## config.mk

```make
export PLATFORM = sky130hd
export DESIGN_NAME = ivs_top
export DESIGN_NICKNAME = d
export VERILOG_FILES = /design/src/ivs_pkg.sv /design/src/ivs_arb_if.sv /design/src/ivs_prio_enc.sv /design/src/ivs_sp_adjust.sv /design/src/ivs_top.sv
export SDC_FILE = /design/constraint.sdc
export NUM_CORES = 1
export LEC_CHECK = 0
export BUFFER_PORTS_ARGS = -buffer_cell sky130_fd_sc_hd__buf_2
export CAP_MARGIN = 30
export CORE_ASPECT_RATIO = 1.25
export CORE_MARGIN = 1
export CORE_UTILIZATION = 50
export DETAILED_ROUTE_END_ITERATION = 7
export HOLD_SLACK_MARGIN = 0.08
export PLACE_DENSITY = 0.85
export SYNTH_ARGS = -nofsm -noshare
export SYNTH_HDL_FRONTEND = slang
export SYNTH_SLANG_ARGS = --single-unit
export TNS_END_PERCENT = 10
```

## constraint.sdc

```tcl
create_clock -name core_clk -period 3.1 [get_ports core_clk]
set_input_delay 0.465 -clock core_clk [delete_from_list [all_inputs] [get_ports core_clk]]
set_output_delay 0.465 -clock core_clk [all_outputs]
set_load 0.05 [all_outputs]
```

## src/ivs_pkg.sv

```systemverilog
package ivs_pkg;

  localparam int SP_W          = 10;
  localparam int SP_HIGH_BITS  = SP_W - 8;
  localparam int PC_W          = 12;
  localparam int NUM_SRC       = 16;
  localparam int IDX_W         = 4;

  localparam logic [5:0] IO_SP_LOW  = 6'h3d;
  localparam logic [5:0] IO_SP_HIGH = 6'h3e;
  localparam logic [5:0] IO_STATUS  = 6'h3f;

  localparam int SR_GIE = 7;
  localparam int SR_N   = 2;
  localparam int SR_Z   = 1;
  localparam int SR_C   = 0;
  localparam int SIGN_BIT = 7;

  localparam logic [SP_W-1:0] SP_RESET  = 10'h000;
  localparam logic [SP_W-1:0] SP_ONE    = 10'h001;
  localparam logic [SP_W-1:0] SP_TWO    = 10'h002;
  localparam logic [SP_W-1:0] STACK_MIN = 10'h060;
  localparam logic [7:0]      SR_RESET  = 8'h00;

  localparam logic [PC_W-1:0] VEC_RESET = 12'h000;
  localparam logic [PC_W-1:0] VEC_FIRST = 12'h001;

  typedef enum logic [2:0] {
    STK_NONE,
    STK_PUSH,
    STK_POP,
    STK_CALL,
    STK_RET,
    STK_RETURN_FROM_INTERRUPT
  } ivs_stk_op_e;

  typedef enum logic [1:0] {
    ST_BOOT,
    ST_IDLE,
    ST_ENTRY
  } ivs_state_e;

endpackage

```

## src/ivs_arb_if.sv

```systemverilog
`timescale 1ns/10ps
interface ivs_arb_if;
  import ivs_pkg::*;
  logic [NUM_SRC-1:0] req;
  logic [NUM_SRC-1:0] first;
  logic [IDX_W-1:0]   idx;
  logic               any;
  modport enc (input req, output first, output idx, output any);
  modport ctl (output req, input first, input idx, input any);
endinterface

```

## src/ivs_prio_enc.sv

```systemverilog
`timescale 1ns/10ps
module ivs_prio_enc
  import ivs_pkg::*;
(
  ivs_arb_if.enc arb
);
  logic [NUM_SRC:0]   seen;
  logic [IDX_W-1:0]   code;

  assign seen[0] = 1'b0;

  // Lowest index is lowest vector address, so it wins
  genvar g;
  generate
    for (g = 0; g < NUM_SRC; g++)
    begin : g_src
      assign seen[g+1]    = seen[g] | arb.req[g];
      assign arb.first[g] = arb.req[g] & ~seen[g];
    end
  endgenerate

  always_comb
  begin
    code = '0;
    for (int i = 0; i < NUM_SRC; i++)
      if (arb.first[i])
        code = IDX_W'(i);
  end

  assign arb.idx = code;
  assign arb.any = seen[NUM_SRC];
endmodule // ivs_prio_enc

```

## src/ivs_sp_adjust.sv

```systemverilog
`timescale 1ns/10ps
module ivs_sp_adjust
  import ivs_pkg::*;
(
  input  wire logic [SP_W-1:0] sp,
  input  wire ivs_stk_op_e     op,
  output logic      [SP_W-1:0] next_sp,
  output logic      [SP_W-1:0] mem_addr
);
  always_comb
  begin
    next_sp  = sp;
    mem_addr = sp;
    case (op)
      STK_PUSH:
      begin
        mem_addr = sp;
        next_sp  = sp - SP_ONE;
      end
      STK_POP:
      begin
        next_sp  = sp + SP_ONE;
        mem_addr = sp + SP_ONE;
      end
      STK_CALL:
      begin
        mem_addr = sp;
        next_sp  = sp - SP_TWO;
      end
      STK_RET, STK_RETURN_FROM_INTERRUPT:
      begin
        next_sp  = sp + SP_TWO;
        mem_addr = sp + SP_ONE;
      end
      default:
      begin
        next_sp  = sp;
        mem_addr = sp;
      end
    endcase
  end
endmodule // ivs_sp_adjust

```

## src/ivs_top.sv

```systemverilog
`timescale 1ns/10ps
module ivs_top
  import ivs_pkg::*;
(
  input  wire logic               core_clk,
  input  wire logic               rstn,
  input  wire logic [5:0]         io_addr,
  input  wire logic               io_wr,
  input  wire logic               io_rd,
  input  wire logic [7:0]         io_wdata,
  output logic      [7:0]         io_rdata,
  input  wire logic               alu_update,
  input  wire logic [7:0]         alu_result,
  input  wire logic               alu_carry,
  input  wire logic               gie_set,
  input  wire logic               gie_clr,
  input  wire logic               stack_strobe,
  input  wire ivs_stk_op_e        stack_op,
  output logic      [SP_W-1:0]    stack_ptr,
  output logic      [SP_W-1:0]    stack_addr,
  output logic                    stack_we,
  output logic                    stack_re,
  output logic                    stack_word,
  output logic                    stack_low,
  input  wire logic [NUM_SRC-1:0] irq_flag,
  input  wire logic [NUM_SRC-1:0] irq_enable,
  input  wire logic               int_window,
  output logic                    vector_valid,
  output logic      [PC_W-1:0]    vector_addr,
  output logic                    vector_is_irq,
  output logic      [NUM_SRC-1:0] irq_ack,
  output logic                    int_pending,
  output logic                    global_enable,
  output logic                    flag_negative,
  output logic                    flag_zero,
  output logic                    flag_carry
);

  ivs_state_e         state;
  ivs_stk_op_e        adj_op;
  logic [SP_W-1:0]    next_sp;
  logic [SP_W-1:0]    acc_addr;
  logic [NUM_SRC-1:0] armed;
  logic               accept;
  logic               return_from_interrupt_now;
  logic               wr_sp_low;
  logic               wr_sp_high;
  logic               wr_status;
  logic [7:0]         status_view;

  ivs_arb_if arb ();

  // Peripheral flags share core_clk, so no synchroniser here
  assign armed   = irq_flag & irq_enable;
  assign arb.req = armed;

  ivs_prio_enc u_prio
  (
    .arb (arb.enc)
  );

  // Core opens int_window only at an instruction boundary
  always_comb
  begin
    accept = 1'b0;
    if (state == ST_IDLE)
    begin
      if (int_window && global_enable && arb.any)
        accept = 1'b1;
    end
  end

  // An accepted interrupt owns the pointer that cycle
  always_comb
  begin
    adj_op = STK_NONE;
    if (accept)
      adj_op = STK_CALL;
    else if (stack_strobe)
      adj_op = stack_op;
  end

  assign return_from_interrupt_now = (adj_op == STK_RETURN_FROM_INTERRUPT);

  ivs_sp_adjust u_adj
  (
    .sp       (stack_ptr),
    .op       (adj_op),
    .next_sp  (next_sp),
    .mem_addr (acc_addr)
  );

  always_comb
  begin
    wr_sp_low  = 1'b0;
    wr_sp_high = 1'b0;
    wr_status  = 1'b0;
    if (io_wr)
    begin
      case (io_addr)
        IO_SP_LOW:  wr_sp_low  = 1'b1;
        IO_SP_HIGH: wr_sp_high = 1'b1;
        IO_STATUS:  wr_status  = 1'b1;
        default:
        begin
          wr_sp_low  = 1'b0;
          wr_sp_high = 1'b0;
          wr_status  = 1'b0;
        end
      endcase
    end
  end

  // Stack pointer register pair
  always_ff @(posedge core_clk or negedge rstn)
  begin
    if (!rstn)
    begin
      stack_ptr <= SP_RESET;
    end
    else if (adj_op != STK_NONE)
    begin
      stack_ptr <= next_sp;
    end
    else if (wr_sp_low)
    begin
      stack_ptr[7:0] <= io_wdata;
    end
    else if (wr_sp_high)
    begin
      stack_ptr[SP_W-1:8] <= io_wdata[SP_HIGH_BITS-1:0];
    end
  end

  // Memory side of each stack access
  always_ff @(posedge core_clk or negedge rstn)
  begin
    if (!rstn)
    begin
      stack_addr <= SP_RESET;
      stack_we   <= 1'b0;
      stack_re   <= 1'b0;
      stack_word <= 1'b0;
    end
    else
    begin
      stack_we   <= (adj_op == STK_PUSH) || (adj_op == STK_CALL);
      stack_re   <= (adj_op == STK_POP) || (adj_op == STK_RET) || return_from_interrupt_now;
      stack_word <= (adj_op == STK_CALL) || (adj_op == STK_RET) || return_from_interrupt_now;
      if (adj_op != STK_NONE)
        stack_addr <= acc_addr;
    end
  end

  // Warns that the pointer sits in register or I/O space
  always_ff @(posedge core_clk or negedge rstn)
  begin
    if (!rstn)
    begin
      stack_low <= 1'b1;
    end
    else
    begin
      stack_low <= (stack_ptr < STACK_MIN);
    end
  end

  // Arithmetic flags; a core update beats a software write
  always_ff @(posedge core_clk or negedge rstn)
  begin
    if (!rstn)
    begin
      flag_negative <= SR_RESET[SR_N];
      flag_zero     <= SR_RESET[SR_Z];
      flag_carry    <= SR_RESET[SR_C];
    end
    else if (alu_update)
    begin
      flag_negative <= alu_result[SIGN_BIT];
      flag_zero     <= (alu_result == 8'h00);
      flag_carry    <= alu_carry;
    end
    else if (wr_status)
    begin
      flag_negative <= io_wdata[SR_N];
      flag_zero     <= io_wdata[SR_Z];
      flag_carry    <= io_wdata[SR_C];
    end
  end

  // Entry and return leave the flags alone; handlers save them

  // Global enable; any set source beats any clear source
  always_ff @(posedge core_clk or negedge rstn)
  begin
    if (!rstn)
    begin
      global_enable <= SR_RESET[SR_GIE];
    end
    else if (return_from_interrupt_now || gie_set)
    begin
      global_enable <= 1'b1;
    end
    else if (wr_status)
    begin
      global_enable <= io_wdata[SR_GIE];
    end
    else if (accept || gie_clr)
    begin
      global_enable <= 1'b0;
    end
  end

  // Sequencer: reset vector once, then guarded interrupt entry
  always_ff @(posedge core_clk or negedge rstn)
  begin
    if (!rstn)
    begin
      state <= ST_BOOT;
    end
    else
    begin
      case (state)
        ST_BOOT:
        begin
          state <= ST_IDLE;
        end
        ST_IDLE:
        begin
          if (accept)
            state <= ST_ENTRY;
        end
        ST_ENTRY:
        begin
          // Gives the peripheral a cycle to drop its flag
          state <= ST_IDLE;
        end
        default:
        begin
          state <= ST_IDLE;
        end
      endcase
    end
  end

  // Vector handed to the core
  always_ff @(posedge core_clk or negedge rstn)
  begin
    if (!rstn)
    begin
      vector_valid  <= 1'b0;
      vector_addr   <= VEC_RESET;
      vector_is_irq <= 1'b0;
    end
    else if (state == ST_BOOT)
    begin
      vector_valid  <= 1'b1;
      vector_addr   <= VEC_RESET;
      vector_is_irq <= 1'b0;
    end
    else if (accept)
    begin
      vector_valid  <= 1'b1;
      vector_addr   <= VEC_FIRST + PC_W'(arb.idx);
      vector_is_irq <= 1'b1;
    end
    else
    begin
      vector_valid  <= 1'b0;
    end
  end

  // Acknowledge pulse clears the served flag in its peripheral
  always_ff @(posedge core_clk or negedge rstn)
  begin
    if (!rstn)
    begin
      irq_ack <= '0;
    end
    else if (accept)
    begin
      irq_ack <= arb.first;
    end
    else
    begin
      irq_ack <= '0;
    end
  end

  // Flags stay in the peripherals while disabled, so they wait
  always_ff @(posedge core_clk or negedge rstn)
  begin
    if (!rstn)
    begin
      int_pending <= 1'b0;
    end
    else
    begin
      int_pending <= global_enable && arb.any;
    end
  end

  always_comb
  begin
    status_view         = 8'h00;
    status_view[SR_GIE] = global_enable;
    status_view[SR_N]   = flag_negative;
    status_view[SR_Z]   = flag_zero;
    status_view[SR_C]   = flag_carry;
  end

  // Read data registered; unmapped addresses answer zero
  always_ff @(posedge core_clk or negedge rstn)
  begin
    if (!rstn)
    begin
      io_rdata <= 8'h00;
    end
    else if (io_rd)
    begin
      case (io_addr)
        IO_SP_LOW:
        begin
          io_rdata <= stack_ptr[7:0];
        end
        IO_SP_HIGH:
        begin
          io_rdata <= {6'h00, stack_ptr[SP_W-1:8]};
        end
        IO_STATUS:
        begin
          io_rdata <= status_view;
        end
        default:
        begin
          io_rdata <= 8'h00;
        end
      endcase
    end
  end

endmodule // ivs_top

```

==> Yosys cells after proc, flatten, opt, wreduce, memory -nomap -nowiden <==
Cells that the tools add are included.
{ "op_classes": {"addsub": 5, "n_lt_le_gt_ge": 1, "eq_ne": 12, "mux": 50, "bitwise_logic": 46, "reduce_logical": 22} }
{ "op_table": {"columns": ["operator", "count"], "rows": [
  ["$mux W4", 14],
  ["$pmux W10 S4", 1],
  ["$mux W12", 2],
  ["$pmux W8 S3", 1],
  ["$mux W1", 22],
  ["$mux W10", 2],
  ["$eq A6 B6 Y1 const B", 3],
  ["$and A16 B16 Y16", 1],
  ["$mux W16", 1],
  ["$and A1 B1 Y1", 15],
  ["$not A1 Y1", 15],
  ["$or A1 B1 Y1", 15],
  ["$add A10 B1 Y10 const B", 1],
  ["$add A10 B2 Y10 const B", 1],
  ["$lt A10 B7 Y1 const B", 1],
  ["$sub A10 B1 Y10 const B", 1],
  ["$sub A10 B2 Y10 const B", 1],
  ["$logic_not A8 Y1", 1],
  ["$mux W2", 4],
  ["$mux W8", 1],
  ["$reduce_bool A2 Y1", 4],
  ["$logic_or A1 B1 Y1", 7],
  ["$eq A3 B2 Y1 const B", 2],
  ["$eq A3 B3 Y1 const B", 2],
  ["other kinds (14)", 18]
]} }
{ "totals": {"reg_bits": 69, "output_inout_bits": 67, "word_cells": 154} }

==> Logic depth before layout (Yosys ltp) <==
{ "depth": {"depth_word": 24, "depth_mapped": 12} }

==> Cells and area by module <==
A second synthesis with hierarchy kept.
{ "hier_totals": {"cells_unflattened": 480, "area_unflattened_um2": 4356.7} }
{ "by_module_without_submodules": {"columns": ["mod", "n_inst", "cells_per_inst", "area_each_um2", "seq_area_each_um2"], "rows": [
  ["ivs_top", 1, 224, 2662.6, 1552.7],
  ["ivs_sp_adjust", 1, 206, 1361.3, 0.0],
  ["ivs_prio_enc", 1, 50, 332.8, 0.0]
]} }

==> Least setup slack after synthesis <==
No wires, ideal clock.
{ "synth_timing": {"path_kind": "in2reg", "startpoint": "input irq_flag[0]", "endpoint": "register stack_ptr[5]", "setup_time_ns": 0.130, "arrival_ns": 2.838, "required_time_ns": 2.970, "slack_ns": 0.132, "cell_stages": 12, "n_path_buf": 1, "path_cell_list": "a222oi_1 -> and4_4 -> a21oi_2 -> buf_2 -> nor2_2 -> xnor2_1 -> ha_1 -> nor4_1 -> o21ai_0 -> o21ai_0 -> xnor2_1 -> o21ai_0"} }
{ "synth_via": {"elab_chain_len": 24} }
{ "synth_lines": {"columns": ["element", "line_no", "source"], "rows": [
  ["from (decl)", "ivs_top.sv:25", "input wire logic [NUM_SRC-1:0] irq_flag,"],
  ["$and A16 B16 Y16 (*)", "ivs_top.sv:54", "assign armed = irq_flag & irq_enable;"],
  ["$or A1 B1 Y1 (*) (15 in a row)", "ivs_prio_enc.sv:17", "assign seen[g+1] = seen[g] | arb.req[g];"],
  ["$logic_and A1 B1 Y1 (*)", "ivs_top.sv:68", "if (int_window && global_enable && arb.any)"],
  ["$mux W1 (*)", "ivs_top.sv:68", null],
  ["$mux W1 (*)", "ivs_top.sv:66", "if (state == ST_IDLE)"],
  ["$mux W3 (*)", "ivs_top.sv:77", "if (accept)"],
  ["$eq A3 B3 Y1", "ivs_sp_adjust.sv:14", "case (op)"],
  ["$reduce_or A2 Y1", "ivs_sp_adjust.sv:14", null],
  ["$pmux W10 S4 or $ne A5 B1 Y1 (tied branches)", null, null],
  ["$mux W10 or $reduce_and A2 Y1 (tied branches)", null, null],
  ["to (signal assigned)", "ivs_top.sv:123", "stack_ptr <= next_sp;"],
  ["to (signal assigned)", "ivs_top.sv:127", "stack_ptr[7:0] <= io_wdata;"],
  ["to (signal, indexed assignment)", "ivs_top.sv:131", "stack_ptr[SP_W-1:8] <= io_wdata[SP_HIGH_BITS-1:0];"],
  ["to (decl)", "ivs_top.sv:19", "output logic [SP_W-1:0] stack_ptr,"]
]} }
Every way passes the cells marked *; elsewhere a longest branch is shown, timed or not.
A chain may end at the register's enable or synchronous reset.

==> Worst setup path in the final report <==
{ "layout_timing": {"startpoint": "input irq_flag[8]", "endpoint": "register stack_ptr[7]"} }
{ "layout_via": {"elab_chain_len": 17} }
{ "layout_lines": {"columns": ["element", "line_no"], "rows": [
  ["$and A16 B16 Y16 (*)", "ivs_top.sv:54"],
  ["$or A1 B1 Y1 (*) (8 in a row)", "ivs_prio_enc.sv:17"],
  ["$logic_and A1 B1 Y1 (*)", "ivs_top.sv:68"],
  ["$mux W1 (*)", "ivs_top.sv:68"],
  ["$mux W1 (*)", "ivs_top.sv:66"],
  ["$mux W3 (*)", "ivs_top.sv:77"],
  ["$eq A3 B3 Y1", "ivs_sp_adjust.sv:14"],
  ["$reduce_or A2 Y1", "ivs_sp_adjust.sv:14"],
  ["$pmux W10 S4 or $ne A5 B1 Y1 (tied branches)", null],
  ["$mux W10 or $reduce_and A2 Y1 (tied branches)", null]
]} }
Marks and branches as above.

==> impl_metrics.csv <==
group,metric,value,unit
sta,worstMarginPinSlew,0.6600,ns
finish,fin_area,0.004715,mm2
sta,final-setup-viol-count,0,
placed_design,postPlaceCellArea,0.004523,mm2
clock_network,clockBufferDepth,2,
sta,fmax,370.6,MHz
die,std_cell_rows,35,
logic_synthesis,syn_inst,440,
setup_path,path_delay_family,"compound AO/OA/AOI/OAI gates",
sta,finalHoldViolations,0,
logic_synthesis,ys.flop_type,"dfrtp_1",
power,power.density,775.0,mW/mm2
drt,num_vias,4021,
drt,drtIter0Drc,221,
clock_network,cts_buffers,9,
clock_network,cts_sinks,62,
global_routing,grt_start_max_net_pins,29,
power,power,3654,uW
global_routing,grt_pass1_wl,18090,um
die,die_h,99.39,um
die,io_pins,134,
clock_network,clkLatencyLatePin,0.34,ns
finish,areaGrowthSynthToFinish,24.27,%
logic_synthesis,synth-seq-cells,62,
drt,routed_wl,11670,um
logic_synthesis,async_flop_share,100.0,%
logic_synthesis,yosysSeqAreaShare,40.93,%
placed_design,dp_hpwl,8820,um
logic_synthesis,synthAdderAreaFrac,1.319,%
setup_path,crit_fanout,6,
global_routing,grt_pass1_vias,3713,
drt,dr.pass1.iters,5,
setup_path,cp-end-kind,"register",
clock_network,clk_pin_slew_worst_paths,0.08,ns
drt,drc_errors,0,
finish,drive_above_1_share,30.54,%
logic_synthesis,synthTopCellsByCount,"dfrtp_1 (61), nand2_1 (59), o21ai_0 (37), nor2_1 (32), clkbuf_1 (20)",
die,initial_core_util,51.56,%
logic_synthesis,synthSimpleGateAreaFrac,22.16,%
setup_path,worst_setup_path_start_kind,"primary input",
sta,timing.final.crit_share,87.04,%
global_routing,antenna_found_initial,0,
power,peakVddDrop,623.0,uV
clock_network,cts_root_buf,"clkbuf_8",
job,maxCapViolations,0,
finish,nets,639,
logic_synthesis,yosys.cell_types.count,68,
logic_synthesis,synth_xor_area_share,4.156,%
setup_path,crit_arrival,2.89,ns
sta,slew_headroom,56.00,%
clock_network,postCtsSetupRepairBufs,0,
placed_design,gp_congestion,0.9959,
sta,finalCriticalPeriod,2.698,ns
logic_synthesis,synth-compound-area-share,22.13,%
logic_synthesis,synthMuxAreaShare,2.968,%
power,p_leak,0.002267,uW
die,fp.dieW,79.91,um
hold_path,hp-class,"in -> reg",
sta,drv_slew,0,
setup_path,worst-setup-path-type,"in -> reg",
logic_synthesis,synth_top_family_by_area,"simple AND/OR/NAND/NOR gates",
clock_network,htree_levels,3,
die,core_region_area,0.007357,mm2
outcome,status,"finished, final reports clean",
sta,rsz0062_at_grt,"no",
global_routing,grt-ovfl-total,0,
logic_synthesis,synth.cell_area,0.003794,mm2
clock_network,cts_tree,"yes",
logic_synthesis,synth.most_common_cell,"dfrtp_1",
setup_path,cp_slowest_cell,"a222oi_1",
global_routing,grtUsageTotal,30.19,%
logic_synthesis,yosysTopAreaCellShare,40.24,%
placed_design,place_inst,648,
logic_synthesis,ys_warn_count,0,
sta,finalSetupTns,0,ns
finish,final_cell_count_no_fill,665,
logic_synthesis,synth-edff-count,0,
setup_path,cpPeakStageDelay,0.48,ns
setup_path,critPathBufInv,2,
sta,fin_skew,0.006238,ns
die,die_area,0.007942,mm2
logic_synthesis,synth_top_area_cell,"dfrtp_1",
logic_synthesis,synthTopCellsByArea,"dfrtp_1 (40%), nand2_1 (5.8%), o21ai_0 (4.9%)",
setup_path,worstPathRequired,3.29,ns
sta,holdWs,0.3325,ns
drt,postRouteAntennaNets,0,
logic_synthesis,syn_avg_cell_area,8.622,um2
placed_design,port_buffers,126,
drt,wl_per_cell,17.55,um
setup_path,path_cells,"buf_2 -> a222oi_1 -> and4_1 -> a21oi_2 -> nor2_2 -> xnor2_1 -> ha_1 -> nor4_1 -> buf_4 -> a311oi_1 -> o21ai_0 -> o311ai_0",
drt,avgViaCountPerCell,6.047,
finish,n_antenna_cell,0,
==> area by class of cell <==
type                            instances  area (um2)
Clock buffer                            9       123.9
Clock inverter                          7       51.30
Fill cell                             641        2643
Inverter                               18       70.07
Multi-Input combinational cell        333        2033
Sequential cell                        62        1553
Tap cell                               92       115.1
Timing Repair Buffer                  144       768.2
==> flip-flops by register name (all words and copies together) (netlist names) <==
signal         flops
irq_ack           16
stack_word         1
vector_is_irq      1
stack_ptr         10
flag_carry         1
stack_low          1
stack_we           1
global_enable      1
state              2
int_pending        1
stack_re           1
stack_addr        10
vector_valid       1
io_rdata           8
flag_negative      1
flag_zero          1
vector_addr        5
==> report_power, final <==
group          switching, uW  internal [uW]
clock network            343            290
registers                243            965
logic                   1270            539
==> logic make-up (layout without fill, tap and decap cells) <==
kind of cell | count (synthesis) | after routing
xor gates and xnor gates | 18 | 18
and+or+nand+nor | 168 | 168
buffers and inverters | 51 | 178
DFF | 62 | 62
muxes | 11 | 11
adders and majority gates | 4 | 4
AOI/OAI and AO/OA | 125 | 125
other | 1 | 7
==> layout by cell type (no fill, tap or decap), types with 6 or more instances in the layout <==
cell      netlist  final
buf_4           8     17
nor2_1         32     32
nor4_1          7      6
nor3_1         16     16
o21ai_0        37     37
o31ai_1         6      6
dfrtp_1        61     61
clkbuf_8        0      9
and2_1          8      8
mux2i_1         9      9
nand2_1        59     59
inv_1          16     16
a21oi_1        14     14
xor2_1          6      6
a22oi_1         8      8
a31oi_1        11     11
nand3_1        13     13
conb_1          1      7
o22ai_1         9      9
xnor2_1        12     12
buf_2           4    126
==> per-layer routing <==
| layer | routed length, um | track usage (%) | up-vias |
|---|---|---|---|
| met1 | 4328 | 34.54 | 1878 |
| met4 | 421 | 16.76 | 0 |
| li1 | - | - | 1847 |
| met5 | 0 | 0 | - |
| met3 | 1101 | 6.606 | 46 |
| met2 | 5818 | 51.68 | 250 |
==> worst reg2reg max path, cell delays in order (launching register included) <==
cell and delay, ns:
dfrtp_1 0.47, nand4b_1 0.21, a21oi_2 0.22, nor2_2 0.08, xnor2_1 0.13, ha_1 0.28
nor4_1 0.31, buf_4 0.19, a311oi_1 0.09, o21ai_0 0.16, o311ai_0 0.14
==> repair_timing <==
item | 4_1_cts | 5_1_grt
hold endpoints to repair | 17 | 0
setup endpoints to repair | 0 | 1
resized for setup | 0 | 1
hold buffers | 1 | 0
==> through the flow <==
| stage | worst slack, ns | util (%) |
|---|---|---|
| after floorplan | 0.1318 | - |
| after global placement | 0.2116 | 61.48 |
| after detailed placement | 0.08561 | 61.48 |
| after CTS | 0.4256 | 64.00 |
| after global routing | 0.09151 | 64.08 |
| final | 0.4016 | 64.08 |
==> path summary, 6_finish.rpt <==
kind | from | to | slack [ns] | cells after the start
worst max-delay path | irq_flag[8] | stack_ptr[7]$_DFFE_PN0P_ | 0.40 | 12
worst min-delay path | alu_carry | flag_carry$_DFFE_PN0P_ | 0.33 | 3
worst max register to register | global_enable$_DFFE_PN0P_ | stack_ptr[7]$_DFFE_PN0P_ | 0.67 | 10
worst min register to register | stack_addr[8]$_DFFE_PN0N_ | stack_addr[8]$_DFFE_PN0N_ | 0.49 | 2
max in group asynchronous | rstn | irq_ack[3]$_DFF_PN0_ | 1.80 | 3
min in group asynchronous | rstn | irq_ack[13]$_DFF_PN0_ | 0.59 | 2
Note: power is estimated with default switching activity, not from simulation.
